`src/core/scp_pkg.sv`:
```
`default_nettype none
// ============================================================
// Shared constants for the system clock prescaler block
package scp_pkg;

	// ============================================================
	// Register byte offsets on the Avalon-MM slave
	localparam logic [3:0] SCP_OFF_DIVIDE_CONTROL = 4'h0;    // Divide control and unlock flag
	localparam logic [3:0] SCP_OFF_TRIM           = 4'h4;    // RC oscillator trim
	localparam logic [3:0] SCP_OFF_DIVIDE_STATUS  = 4'h8;    // Active divider state, read only

	// ============================================================
	// Field positions
	localparam int SCP_UNLOCK_BIT      = 7;                  // Change-unlock flag in divide control
	localparam int SCP_SELECT_MSB      = 3;                  // Top bit of the select field
	localparam int SCP_OTHER_MSB       = 6;                  // Top bit of the non-unlock bits
	localparam int SCP_TRIM_RANGE_BIT  = 7;                  // Range bit of the trim value
	localparam int SCP_TRIM_FINE_MSB   = 6;                  // Top bit of the fine tune field
	localparam int SCP_PENDING_BIT     = 4;                  // Switch pending bit in divide status

	// ============================================================
	// Field values
	localparam logic [3:0] SCP_SELECT_MAX_CODE    = 4'h8;    // Divide by 256; above is reserved
	localparam logic [3:0] SCP_SELECT_RESET_PLAIN = 4'h0;    // Reset select, fuse unprogrammed
	localparam logic [3:0] SCP_SELECT_RESET_FUSED = 4'h3;    // Reset select, divide by eight
	localparam logic [6:0] SCP_OTHER_ZERO         = 7'h00;   // Non-unlock bits of an unlock write

	// ============================================================
	// Timing
	localparam logic [2:0] SCP_UNLOCK_WINDOW      = 3'h4;    // Unlock window length in clocks

	// ============================================================
	// Avalon-MM response codes
	localparam logic [1:0] SCP_RESP_OKAY          = 2'h0;    // Normal answer
	localparam logic [1:0] SCP_RESP_SLVERR        = 2'h2;    // Unmapped address

	// ============================================================
	// Bus access states
	typedef enum logic {
		scp_bus_idle,                                        // Waiting, request held off
		scp_bus_answer                                       // Answer cycle, waitrequest low
	} scp_bus_state_t;

endpackage
`default_nettype wire

```
`src/core/scp_divider.sv`:
```
`default_nettype none
// ============================================================
// Power-of-two divider with switch-at-period-end and gated clock
module scp_divider #(
	parameter int SEL_W = 4,                                 // Select code width
	parameter int CNT_W = 8                                  // Counter width, largest factor 256
) (
	input  wire logic             mclk,                      // Undivided source clock
	input  wire logic             srst,                      // Synchronous reset
	input  wire logic [SEL_W-1:0] reset_select,              // Select code used during reset
	input  wire logic [SEL_W-1:0] requested_select,          // Select code wanted by software
	output logic      [SEL_W-1:0] active_select,             // Select code now in force
	output logic                  switch_pending,            // Requested differs from active
	output logic                  system_tick,               // High in the mclk cycle of each edge
	output logic                  divided_clock              // Glitch-free divided clock
);

	logic [CNT_W-1:0] count;                                 // Cycles left in the current period
	logic             gate;                                  // Clock gate, changes while mclk low
	logic [CNT_W:0]   period_span;                           // Factor of the requested code

	// End of the current divided period
	assign system_tick    = (count == '0);
	assign switch_pending = (requested_select != active_select);
	assign period_span    = (CNT_W+1)'(1) << requested_select;

	// ============================================================
	// Counter on the undivided clock; a new factor loads only at a period end
	always_ff @(posedge mclk) begin
		if (srst) begin
			count         <= '0;
			active_select <= reset_select;
		end else if (system_tick) begin
			// Old period finished: start a full period of the new factor
			count         <= CNT_W'(period_span - (CNT_W+1)'(1));
			active_select <= requested_select;
		end else begin
			count         <= count - CNT_W'(1);
		end
	end

	// ============================================================
	// Gate sampled while mclk is low, so each pulse is a whole mclk high phase
	always_ff @(negedge mclk) begin
		if (srst) begin
			gate <= 1'b1;
		end else begin
			gate <= system_tick;
		end
	end

	// Only whole high phases pass; no runt pulse can form
	assign divided_clock = mclk & gate;

endmodule
`default_nettype wire

```
`src/core/scp_trim.sv`:
```
`default_nettype none
// ============================================================
// RC oscillator trim register
module scp_trim #(
	parameter int TRIM_W = 8                                 // Trim register width
) (
	input  wire logic              mclk,                     // Source clock
	input  wire logic              srst,                     // Synchronous chip reset
	input  wire logic [TRIM_W-1:0] factory_trim,             // Factory calibration byte
	input  wire logic              write_strobe,             // Software write, one cycle
	input  wire logic [TRIM_W-1:0] write_value,              // Value written by software
	output logic      [TRIM_W-1:0] trim_value,               // Whole trim value
	output logic                   trim_range_select,        // Low or high overlapping range
	output logic      [TRIM_W-2:0] trim_fine_tune            // Monotone tune within range
);

	// ============================================================
	// Factory byte loads at reset, software may rewrite at any time
	always_ff @(posedge mclk) begin
		if (srst) begin
			trim_value <= factory_trim;
		end else if (write_strobe) begin
			trim_value <= write_value;
		end
	end

	// Fields go straight to the oscillator with no extra delay
	assign trim_range_select = trim_value[scp_pkg::SCP_TRIM_RANGE_BIT];
	assign trim_fine_tune    = trim_value[scp_pkg::SCP_TRIM_FINE_MSB:0];

endmodule
`default_nettype wire

```
`src/core/scp_clock_prescaler.sv`:
```
`default_nettype none
// ============================================================
// System clock prescaler and RC trim, Avalon-MM slave
module scp_clock_prescaler #(
	parameter int SEL_W  = 4,                                // Select code width
	parameter int CNT_W  = 8,                                // Divider counter width
	parameter int TRIM_W = 8                                 // Trim register width
) (
	input  wire logic              mclk,                     // Undivided source clock
	input  wire logic              srst,                     // Synchronous chip reset
	input  wire logic [3:0]        avs_address,              // Byte address
	input  wire logic              avs_read,                 // Read request
	input  wire logic              avs_write,                // Write request
	input  wire logic [31:0]       avs_writedata,            // Write data
	input  wire logic [3:0]        avs_byteenable,           // Byte lanes of a write
	output logic      [31:0]       avs_readdata,             // Read data
	output logic      [1:0]        avs_response,             // Answer status
	output logic                   avs_waitrequest,          // Holds the master off
	input  wire logic              reset_divide_by_eight_fuse, // High when fuse programmed
	input  wire logic [TRIM_W-1:0] factory_trim,             // Factory calibration byte
	output logic                   processor_clock,          // Divided CPU clock
	output logic                   program_memory_clock,     // Divided flash clock
	output logic                   peripheral_io_clock,      // Divided I/O clock
	output logic                   converter_clock,          // Divided ADC clock
	output logic                   system_tick,              // One mclk cycle per divided edge
	output logic                   trim_range_select,        // Oscillator range
	output logic      [TRIM_W-2:0] trim_fine_tune            // Oscillator fine tune
);

	// ============================================================
	// Declarations
	scp_pkg::scp_bus_state_t state;                          // Bus access state
	scp_pkg::scp_bus_state_t next_state;                     // Next bus access state
	logic              bus_request;                          // Read or write held by master
	logic              write_commit;                         // Write takes effect at this edge
	logic              control_write;                        // Committed write to divide control
	logic              unlock_write;                         // Write of the unlock pattern
	logic              select_write;                         // Write with the unlock bit clear
	logic              trim_write;                           // Committed write to the trim
	logic              select_code_valid;                    // Written code is not reserved
	logic              divide_change_unlock;                 // Unlock flag, bit seven
	logic [2:0]        unlock_age;                           // Cycles since the flag was set
	logic [SEL_W-1:0]  divide_select;                        // Select code held for software
	logic [SEL_W-1:0]  reset_select;                         // Select code chosen by the fuse
	logic [SEL_W-1:0]  active_select;                        // Select code now in force
	logic              switch_pending;                       // New code not yet in force
	logic              divided_clock;                        // Shared divided clock
	logic [TRIM_W-1:0] trim_value;                           // Trim register contents

	// ============================================================
	// Bus handshake
	// Every access spends one cycle with waitrequest high, then one without
	assign bus_request     = avs_read | avs_write;
	assign avs_waitrequest = bus_request & (state == scp_pkg::scp_bus_idle);
	assign write_commit    = avs_write & (state == scp_pkg::scp_bus_answer);

	// Next state of the access sequence
	always_comb begin
		next_state = state;
		case (state)
			scp_pkg::scp_bus_idle: begin
				// A held request moves on to its answer cycle
				if (bus_request) begin
					next_state = scp_pkg::scp_bus_answer;
				end
			end
			scp_pkg::scp_bus_answer: begin
				// The master releases after this edge
				next_state = scp_pkg::scp_bus_idle;
			end
			default: begin
				next_state = scp_pkg::scp_bus_idle;
			end
		endcase
	end

	// State register
	always_ff @(posedge mclk) begin
		if (srst) begin
			state <= scp_pkg::scp_bus_idle;
		end else begin
			state <= next_state;
		end
	end

	// ============================================================
	// Read data and response, captured in the waiting cycle
	// They stand through the answer cycle, where the master takes them
	always_ff @(posedge mclk) begin
		if (srst) begin
			avs_readdata <= 32'h0000_0000;
			avs_response <= scp_pkg::SCP_RESP_OKAY;
		end else if (bus_request && state == scp_pkg::scp_bus_idle) begin
			// Address decode; unused bits read as zero
			if (avs_address == scp_pkg::SCP_OFF_DIVIDE_CONTROL) begin
				avs_readdata <= 32'({divide_change_unlock, 3'h0, divide_select});
				avs_response <= scp_pkg::SCP_RESP_OKAY;
			end else if (avs_address == scp_pkg::SCP_OFF_TRIM) begin
				avs_readdata <= 32'(trim_value);
				avs_response <= scp_pkg::SCP_RESP_OKAY;
			end else if (avs_address == scp_pkg::SCP_OFF_DIVIDE_STATUS) begin
				avs_readdata <= 32'({switch_pending, active_select});
				avs_response <= scp_pkg::SCP_RESP_OKAY;
			end else begin
				// Unmapped: zero data and an error answer
				avs_readdata <= 32'h0000_0000;
				avs_response <= scp_pkg::SCP_RESP_SLVERR;
			end
		end
	end

	// ============================================================
	// Write decode
	// All fields sit in the low byte lane, so byte zero must be enabled
	assign control_write = write_commit & avs_byteenable[0]
		& (avs_address == scp_pkg::SCP_OFF_DIVIDE_CONTROL);
	assign trim_write    = write_commit & avs_byteenable[0]
		& (avs_address == scp_pkg::SCP_OFF_TRIM);

	// Unlock pattern: bit seven set and bits six to zero clear
	assign unlock_write  = control_write & avs_writedata[scp_pkg::SCP_UNLOCK_BIT]
		& (avs_writedata[scp_pkg::SCP_OTHER_MSB:0] == scp_pkg::SCP_OTHER_ZERO);

	// Select attempt: the unlock bit written as zero
	assign select_write  = control_write & ~avs_writedata[scp_pkg::SCP_UNLOCK_BIT];

	// Codes above divide-by-256 are reserved
	assign select_code_valid = (avs_writedata[scp_pkg::SCP_SELECT_MSB:0]
		<= scp_pkg::SCP_SELECT_MAX_CODE);

	// ============================================================
	// Unlock flag and its four-cycle window
	// A write with bit seven set and other bits nonzero leaves it alone
	always_ff @(posedge mclk) begin
		if (srst) begin
			divide_change_unlock <= 1'b0;
			unlock_age           <= 3'h0;
		end else if (divide_change_unlock) begin
			// Open window: a rewrite of the pattern changes nothing
			if (select_write) begin
				divide_change_unlock <= 1'b0;
				unlock_age           <= 3'h0;
			end else if (unlock_age == scp_pkg::SCP_UNLOCK_WINDOW - 3'h1) begin
				divide_change_unlock <= 1'b0;
				unlock_age           <= 3'h0;
			end else begin
				unlock_age <= unlock_age + 3'h1;
			end
		end else if (unlock_write) begin
			// Closed: only the clean pattern opens the window
			divide_change_unlock <= 1'b1;
			unlock_age           <= 3'h0;
		end
	end

	// ============================================================
	// Select code held for software
	// Reset value follows the fuse; afterwards only unlocked writes count
	assign reset_select = reset_divide_by_eight_fuse ? scp_pkg::SCP_SELECT_RESET_FUSED
		: scp_pkg::SCP_SELECT_RESET_PLAIN;

	always_ff @(posedge mclk) begin
		if (srst) begin
			divide_select <= reset_select;
		end else if (select_write && divide_change_unlock && select_code_valid) begin
			// Any valid code, whatever the fuse says
			divide_select <= avs_writedata[scp_pkg::SCP_SELECT_MSB:0];
		end
		// Locked or reserved writes keep the old code
	end

	// ============================================================
	// Divider: switches only at the end of the running period
	scp_divider #(
		.SEL_W            (SEL_W),
		.CNT_W            (CNT_W)
	) u_divider (
		.mclk             (mclk),
		.srst             (srst),
		.reset_select     (reset_select),
		.requested_select (divide_select),
		.active_select    (active_select),
		.switch_pending   (switch_pending),
		.system_tick      (system_tick),
		.divided_clock    (divided_clock)
	);

	// One divided clock for every synchronous domain
	assign processor_clock      = divided_clock;
	assign program_memory_clock = divided_clock;
	assign peripheral_io_clock  = divided_clock;
	assign converter_clock      = divided_clock;

	// ============================================================
	// Oscillator trim
	scp_trim #(
		.TRIM_W            (TRIM_W)
	) u_trim (
		.mclk              (mclk),
		.srst              (srst),
		.factory_trim      (factory_trim),
		.write_strobe      (trim_write),
		.write_value       (avs_writedata[TRIM_W-1:0]),
		.trim_value        (trim_value),
		.trim_range_select (trim_range_select),
		.trim_fine_tune    (trim_fine_tune)
	);

endmodule
`default_nettype wire

```
`config.mk`:
```
export PLATFORM = sky130hd
export DESIGN_NAME = scp_clock_prescaler
export DESIGN_NICKNAME = d
export VERILOG_FILES = /design/src/core/scp_pkg.sv /design/src/core/scp_divider.sv /design/src/core/scp_trim.sv /design/src/core/scp_clock_prescaler.sv
export SDC_FILE = /design/constraint.sdc
export NUM_CORES = 1
export LEC_CHECK = 0
export ABC_AREA = 1
export ABC_CLOCK_PERIOD_IN_PS = 1400
export BUFFER_PORTS_ARGS = -buffer_cell sky130_fd_sc_hd__buf_4
export CAP_MARGIN = 25
export CORE_ASPECT_RATIO = 1.1
export CORE_MARGIN = 5
export CORE_UTILIZATION = 35
export DETAILED_ROUTE_END_ITERATION = 10
export PLACE_DENSITY = 0.65
export RECOVER_POWER = 50
export SYNTH_ARGS = -nofsm -noshare
export SYNTH_HDL_FRONTEND = slang
export SYNTH_SLANG_ARGS = --single-unit
export TNS_END_PERCENT = 10
```
`constraint.sdc`:
```
create_clock -name mclk -period 1.4 [get_ports mclk]
set_input_delay 0.07 -clock mclk [delete_from_list [all_inputs] [get_ports mclk]]
set_output_delay 0.07 -clock mclk [all_outputs]
set_load 0.01 [all_outputs]
```
==> results of run 1 <==
-- metal layers --
metal / up-vias / wire [microns] / global-route usage / part of all wire
met5: - / 0 / 0 / 0
met4: 0 / 107 / 0.0989 / 0.021
met3: 12 / 337 / 0.0498 / 0.066
met2: 71 / 2490 / 0.208 / 0.49
met1: 866 / 2190 / 0.158 / 0.43
li1: 1010 / - / - / -
-- kinds of logic (layout without fill, tap and decap cells) --
| logic type | after synthesis | count (layout) | share of synthesized area |
|---|---|---|---|
| compound gates | 54 | 54 | 0.155 |
| xor+xnor | 4 | 4 | 0.0162 |
| flops | 39 | 39 | 0.435 |
| simple gates | 110 | 110 | 0.231 |
| other cells | 1 | 25 | 0.00173 |
| fa+ha+maj | 2 | 2 | 0.0116 |
| buf+inv | 58 | 129 | 0.150 |
-- worst paths after layout --
check / to / slack [ps] / depth (start not counted)
worst max-delay path: program_memory_clock / -520 / 4
worst min-delay path: u_trim.trim_value[4] / 20 / 3
worst max register to register: u_divider.count[6] / -80 / 10
worst min register to register: unlock_age[2] / 460 / 2
-- stage by stage --
| stage | hold slack (ps) | util |
|---|---|---|
| floorplan | 148 | - |
| global placement | 309 | 0.443 |
| detailed placement | 309 | 0.443 |
| CTS | 20.6 | 0.513 |
| global route | 36.4 | 0.508 |
| finish | 19.3 | 0.508 |
-- tightest hold or removal path: stages --
cell and delay, ps:
buf_4 80, inv_1 30, o21ai_0 130
-- timing repair --
item	4_1_cts	5_1_grt
gates resized for setup	15	18
setup buffers	0	0
pin swaps	4	3
hold buffers	14	0
endpoints found under the hold margin	11	0
endpoints found under the setup margin	12	19
-- power by group through the flow --
| stage | sequential, W | combinational [W] | clock [W] |
|---|---|---|---|
| final | 0.00141 | 0.000918 | 0.00197 |
| after global routing | 0.00142 | 0.00103 | 0.00209 |
| after CTS | 0.00140 | 0.000936 | 0.00194 |
| after detailed placement | 0.00143 | 0.000878 | 0.000188 |
| after global placement | 0.00142 | 0.000871 | 0.000188 |
| after floorplan | 0.00144 | 0.000580 | 0.000161 |
-- cells in the final DEF, fill, tap and decap left out, types with 8 or more instances in the layout --
cell           count
nand2_1           53
buf_4             38
conb_1            25
nor2_1            24
inv_1             22
o21ai_0           18
clkbuf_1          18
edfxtp_1          16
a21oi_1           15
dfxtp_1           15
dlygate4sd3_1     14
clkbuf_8          12
nand3_1           10
clkbuf_4           8
-- registers in the layout, summed over array words and instances, names as in the netlist --
register / flops
u_divider.count: 8
u_divider.gate: 1
divide_change_unlock: 1
divide_select: 4
avs_response: 1
u_divider.active_select: 4
avs_readdata: 8
u_trim.trim_value: 8
unlock_age: 3
state: 1
-- final cells by class --
| type | count | area [sq um] |
|---|---|---|
| well taps | 80 | 100 |
| clock buffers | 18 | 240 |
| multi-input cells | 195 | 1060 |
| flip-flops and latches | 39 | 953 |
| repair buffers | 81 | 581 |
| clock inverters | 7 | 65.1 |
| fillers | 593 | 2990 |
| inverters | 23 | 86.3 |
==> flow_summary.yaml, run 1 <==
routing:
  wl_per_cell_microns: 11.5
  ant_nets: 0
  via_per_inst: 4.42
  drt_first_iter_violations: 73
  drc: 0
  drtPass1Iterations: 4
  dr_total_vias: 1959
  drt_wl_total_mm: 5.12
setup_path:
  startpoint_type: "register"
  crit_path_top_delay_cell: "dfxtp_2"
  required_ps: 1330
  cp_num_buf_inv: 3
  cp-startpoint: "u_divider.gate"
  cp_max_fo: 2
  critPathKind: "reg -> out"
  arrival_ps: 1850
  r2r-start: "divide_select[0]"
  crit_path_end_kind: "output pin"
  critPathTopFamily: "flip-flops"
  path_cells: "nand2_4 -> buf_8 -> inv_4 -> buf_6"
  slowest_delay_ps: 340
yosys:
  ys_top_cells_by_count: "nand2_1 (56), buf_4 (28), nor2_1 (27)"
  avgSynthCellArea_sq_um: 8.07
  ys_seq_area_frac: 0.435
  yosys.area.top_type_share: 0.222
  ys_warn_count: 0
  ys_types: 30
  synth_ff_type: "dfxtp_1"
  synth.most_common_cell: "nand2_1"
  synthArstFlopShare: 0
  netlist_area_sq_um: 2160
  yosys.area.top_type: "edfxtp_1"
  ys_seq_elements: 39
  synth_edf_count: 16
  syn_inst: 268
  post_synth_main_area_contributors: "edfxtp_1 (22%), dfxtp_1 (21%), buf_4 (9.7%)"
grt:
  grt_max_degree: 33
  antenna_found_initial: 0
  grt_pass1_wl_mm: 8.49
  grt_overflow_total: 0
  grt_pass1_vias: 1949
  grtUsageTotal: 0.137
layout:
  drive_gt1_frac: 0.311
  design_area_sq_um: 3090
  n_antenna_cell: 0
  nNetsFinal: 417
  area_delta_synth_final_pct: 42.8
  layoutNonFillerInstCount: 443
place:
  portBuffers: 48
  place_inst: 410
  dpl_cell_area_sq_um: 2700
  gp_congestion: 0.853
  dpl.hpwl_mm: 3.70
  dp_slack_ps: -73.8
pwr:
  leakage_nw: 1.40
  clkPwrFrac: 0.458
  totalPowerFinal_w: 0.00429
  powerDensity_nw_per_um2: 1390
  p_int_w: 0.00296
  pwr-share-comb: 0.214
  switchingPower_w: 0.00133
  seqPwrFrac: 0.328
  peakVddDrop_mv: 0.623
  switching_share: 0.309
sta:
  tns_ps: -2320
  fin_worst_skew_ps: 85.7
  rsz0062_at_grt: "true"
  setup_ws_ps: -518
  drv_slew: 0
  slew_headroom: 0.630
  setup_violations: 11
  finalHoldViolations: 0
  worst-slew-pin-transition_ps: 555
die:
  die_area_sq_um: 7850
  io-pin-count: 101
  die_y_microns: 92.4
  die_x_microns: 84.9
  start_util: 0.356
  core_area_sq_um: 6080
  std_cell_rows: 30
hold_path:
  hold_class: "in -> reg"
  hold_start: "avs_writedata[4]"
cts:
  cts_tree: "built"
  path_clk_slew_ps: 80
  clock_latency_ps: 480
run:
  drv_cap: 0
outcome:
  run_status: "complete, but fails checks"
  violations: "negative setup slack"
Note: power is estimated with default switching activity, not from simulation.
==> run 2, diff against run 1 <==
Settings changed: ABC_CLOCK_PERIOD_IN_PS 1400 to 1700.
Clock period 1.4 ns to 1.7 ns, I/O delays scaled along.
==> run 2 against run 1 <==
Compared with the run above: the run still ends with negative setup slack left; clock skew decreased by 18 ps; final area decreased by 7.6%; die area unchanged; sequential power shrank 18%; sequential share of layout area up 2.1 points; combinational power is 30% lower; non-clock buffer count fell by 18; first-iteration DRC count is 1.4% lower; largest cell class unchanged.
==> flow_summary.yaml, run 2 (synthesis results as in run 1) <==
layout:
  layoutNonFillerInstCount: 425
  drive_gt1_frac: 0.246
  design_area_sq_um: 2850
  final_common_cell: "nand2_1"
  mostFrequentLayoutCells: "nand2_1 (54), buf_4 (32), nor2_1 (27)"
  nNetsFinal: 399
  n_antenna_cell: 0
  top_regs: "avs_readdata: 8 flops, u_divider.count: 8 flops, u_trim.trim_value: 8 flops"
  fill_cells: 578
  area_delta_synth_final_pct: 32.0
run:
  drv_cap: 0
routing:
  dr_total_vias: 1851
  wl_per_cell_microns: 11.4
  drt_wl_total_mm: 4.86
  drt_first_iter_violations: 72
  ant_nets: 0
  drc: 0
  drtPass1Iterations: 4
  via_per_inst: 4.36
die:
  die_area_sq_um: 7850
  core_area_sq_um: 6080
  io-pin-count: 101
  std_cell_rows: 30
  die_y_microns: 92.4
  die_x_microns: 84.9
  start_util: 0.356
setup_path:
  startpoint_type: "register"
  r2r-start: "u_divider.count[1]"
  crit_path_top_delay_cell: "dfxtp_2"
  setup.worst_path.end: "converter_clock"
  rr_worst_depth: 3
  arrival_ps: 1950
  cp_num_buf_inv: 3
  rrSetupSlack_ps: 50
  path_depth: 4
  critPathTopFamily: "flip-flops"
  crit_path_end_kind: "output pin"
  path_cells: "nand2_4 -> clkbuf_8 -> inv_2 -> buf_6"
  required_ps: 1620
  slowest_delay_ps: 320
  cp_max_fo: 2
  cp-startpoint: "u_divider.gate"
  critPathKind: "reg -> out"
  rr_endpoint: "u_divider.gate"
sta:
  fin_worst_skew_ps: 67.5
  tns_ps: -1330
  slew_headroom: 0.177
  drv_slew: 0
  whs_ps: 14.5
  setup_violations: 5
  finalHoldViolations: 0
  setup_ws_ps: -338
  rsz0062_at_grt: "true"
  worst-slew-pin-transition_ps: 1230
outcome:
  run_status: "complete, but fails checks"
  violations: "negative setup slack"
cts:
  cts_tree: "built"
  clock_latency_ps: 460
  cts_setup_buffers: 0
  path_clk_slew_ps: 80
place:
  gp_congestion: 0.859
  dpl.hpwl_mm: 3.61
  dp_slack_ps: -6.62
  place_inst: 395
  dpl_cell_area_sq_um: 2540
  portBuffers: 48
pwr:
  powerDensity_nw_per_um2: 1130
  leakage_nw: 1.28
  peakVddDrop_mv: 0.436
grt:
  grt_overflow_total: 0
  grt_max_degree: 33
  antenna_found_initial: 0
  grt_pass1_wl_mm: 8.16
  grtUsageTotal: 0.134
  grt_pass1_vias: 1870
hold_path:
  hold_class: "in -> reg"
  holdPathStages: 3
run 2: worst min-delay path, delay by kind of cell:
kind	cells	cell delay (ps)
simple gates	1	80
buf+inv	2	130
run 2: power by group:
| group | leakage (nW) | internal, W | total, W | switching (W) |
|---|---|---|---|---|
| clock | 0.172 | 0.000895 | 0.00144 | 0.000549 |
| combinational | 0.763 | 0.000256 | 0.000640 | 0.000384 |
| sequential | 0.348 | 0.00108 | 0.00115 | 0.0000699 |
run 2: repair_timing:
| action | in CTS | in global routing |
|---|---|---|
| endpoints found under the setup margin | 5 | 11 |
| resized for setup | 11 | 8 |
| pin swaps | 0 | 1 |
| endpoints found under the hold margin | 8 | 0 |
| hold buffers | 11 | 0 |
run 2: layout make-up:
| type | instances | area (sq um) | area share |
|---|---|---|---|
| sequential | 39 | 942 | 0.330 |
| inverter | 23 | 86.3 | 0.0302 |
| clock buffer | 18 | 250 | 0.0877 |
| clock inverter | 7 | 33.8 | 0.0118 |
| tap | 80 | 100 | 0.0351 |
| timing repair buffer | 63 | 425 | 0.149 |
| multi-input combinational | 195 | 1020 | 0.356 |
run 2: how the worst min path moves through the flow:
stage | startpoint | end | slack, ps
2_1_floorplan | srst | unlock_age[0] | 160
3_3_place_gp | mclk | converter_clock | 320
3_5_place_dp | mclk | converter_clock | 320
4_1_cts | factory_trim[0] | u_trim.trim_value[0] | 2
5_1_grt | avs_writedata[3] | divide_select[3] | 20
6_report | avs_writedata[3] | divide_select[3] | 10
run 2: metrics by stage:
step | power (W) | util
global route | 0.00346 | 0.469
detailed placement | 0.00195 | 0.418
global placement | 0.00194 | 0.418
floorplan | 0.00177 | -
CTS | 0.00327 | 0.477
finish | 0.00324 | 0.469
run 2: per-layer routing:
metal / share of wire / track usage / wire (microns)
met5: 0 / 0.00699 / 0
met4: 0.021 / 0.0937 / 100
met3: 0.064 / 0.0605 / 311
met2: 0.47 / 0.201 / 2310
met1: 0.44 / 0.149 / 2140
==> run 3, diff against run 2 <==
Settings changed: HOLD_SLACK_MARGIN set to 0.05.
==> run 3 against run 2 <==
Compared with the run above: the flow still finishes with violations (negative setup slack); register-to-register slack about the same; critical path type unchanged; critical path depth unchanged; sequential power about the same; first-iteration DRC count grew 18%; core utilization increased by 1.6 points; cell count is 2.1% higher; non-clock buffer count grew 9; count of clock-buffer cells in the layout unchanged; combinational power rose by 3.3%.
==> flow_summary.yaml, run 3 (synthesis results as in run 1) <==
die:
  die_x_microns: 84.9
  core_area_sq_um: 6080
  io-pin-count: 101
  start_util: 0.356
  die_area_sq_um: 7850
  std_cell_rows: 30
  die_y_microns: 92.4
grt:
  grt_pass1_vias: 1894
  grtUsageMet2: 0.206
  antenna_found_initial: 0
  grtUsageTotal: 0.137
  grt_max_degree: 33
  use_met1: 0.156
  grt.busiest_layer: "met2"
  grtUsageMet3: 0.0605
  grt_overflow_total: 0
  grt_pass1_wl_mm: 8.35
layout:
  design_area_sq_um: 2950
  mostFrequentLayoutCells: "nand2_1 (54), buf_4 (29), nor2_1 (27)"
  n_antenna_cell: 0
  drive_gt1_frac: 0.240
  final_common_cell: "nand2_1"
  nNetsFinal: 408
  multi_input_area_sq_um: 1020
  regArea_sq_um: 942
  area_delta_synth_final_pct: 36.5
  fill_cells: 572
  top_regs: "avs_readdata: 8 flops, u_divider.count: 8 flops, u_trim.trim_value: 8 flops"
hold_path:
  hold_class: "in -> reg"
  holdPathStages: 3
  hold_start: "avs_writedata[1]"
  holdPathEnd: "divide_select[1]"
setup_path:
  rrSetupSlack_ps: 50
  rr_worst_depth: 3
  critPathKind: "reg -> out"
  path_cells: "nand2_4 -> clkbuf_8 -> inv_2 -> buf_6"
  rr_endpoint: "u_divider.gate"
  cp_max_fo: 2
  slowest_delay_ps: 320
  crit_path_end_kind: "output pin"
  startpoint_type: "register"
  arrival_ps: 1950
  required_ps: 1620
  r2r-start: "u_divider.count[1]"
  crit_path_top_delay_cell: "dfxtp_2"
cts:
  cts_tree: "built"
  path_clk_slew_ps: 70
  clock_latency_ps: 460
sta:
  rsz0062_at_grt: "true"
  setup_ws_ps: -338
  finalHoldViolations: 0
  drv_slew: 0
  setup_violations: 5
  fin_worst_skew_ps: 67.3
  tns_ps: -1320
routing:
  ant_nets: 0
  drtPass1Iterations: 4
  via_per_inst: 4.34
  drc: 0
  drt_wl_total_mm: 4.94
  wl_per_cell_microns: 11.4
  dr_total_vias: 1884
  drt_first_iter_violations: 85
pwr:
  leakage_nw: 1.33
  powerDensity_nw_per_um2: 1100
  peakVddDrop_mv: 0.436
place:
  dpl.hpwl_mm: 3.61
  dpl_cell_area_sq_um: 2540
  gp_congestion: 0.859
  portBuffers: 48
outcome:
  violations: "negative setup slack"
  run_status: "complete, but fails checks"
run:
  drv_cap: 0
-- run 3: cell count changes in the layout (fill, tap and decap cells not counted), sizes merged --
cell / previous run / this run
clkbuf: 33 / 36
dlygate4sd3: 11 / 20
buf: 37 / 34
-- run 3: worst max path at each step --
| stage | startpoint | endpoint | slack, ps | depth (start not counted) |
|---|---|---|---|---|
| floorplan | u_divider.count[3] | u_divider.gate | 110 | 3 |
| global placement | u_divider.count[3] | u_divider.gate | 60 | 3 |
| detailed placement | u_divider.count[3] | u_divider.gate | -7 | 3 |
| global route | u_divider.gate | converter_clock | -410 | 4 |
| finish | u_divider.gate | converter_clock | -340 | 4 |
| CTS | u_divider.gate | peripheral_io_clock | -380 | 4 |
-- run 3: cell type report --
type | count | area share
Clock buffer | 18 | 0.0848
Multi-Input combinational cell | 195 | 0.344
Timing Repair Buffer | 72 | 0.177
Clock inverter | 7 | 0.0114
Tap cell | 80 | 0.0339
Inverter | 23 | 0.0292
Sequential cell | 39 | 0.319
-- run 3: critical path: cells and delay by family (launching register included) --
family                 cells  cell delay, ps
flip-flops                 1             320
buffers and inverters      3             260
AND/OR/NAND/NOR            1              50
-- run 3: repair_timing --
action,CTS,global route
pin swaps,0,1
gates cloned,0,0
setup endpoints to repair,5,11
resized for setup,11,8
hold buffers,20,0
setup buffers,0,0
endpoints found under the hold margin,16,0
-- run 3: metrics by stage --
step | utilization | hold WS, ps | instances | setup WS [ps] | total power (W)
after floorplan | - | 163 | 292 | 109 | 0.00177
after global placement | 0.418 | 324 | 395 | 58.1 | 0.00194
after detailed placement | 0.418 | 324 | 395 | -6.62 | 0.00195
after CTS | 0.492 | 56.8 | 434 | -382 | 0.00329
after global routing | 0.485 | 76.6 | 434 | -410 | 0.00348
final | 0.485 | 58.1 | 434 | -338 | 0.00325
-- run 3: where the power goes --
part	switching (W)	internal (W)
Sequential	0.0000689	0.00108
Clock	0.000547	0.000895
Combinational	0.000387	0.000274
Total	0.00100	0.00225
-- run 3: routing by layer --
| metal | part of all wire | wire [microns] |
|---|---|---|
| met3 | 0.063 | 311 |
| met4 | 0.017 | 85 |
| met1 | 0.44 | 2190 |
| met2 | 0.48 | 2350 |
| met5 | 0 | 0 |
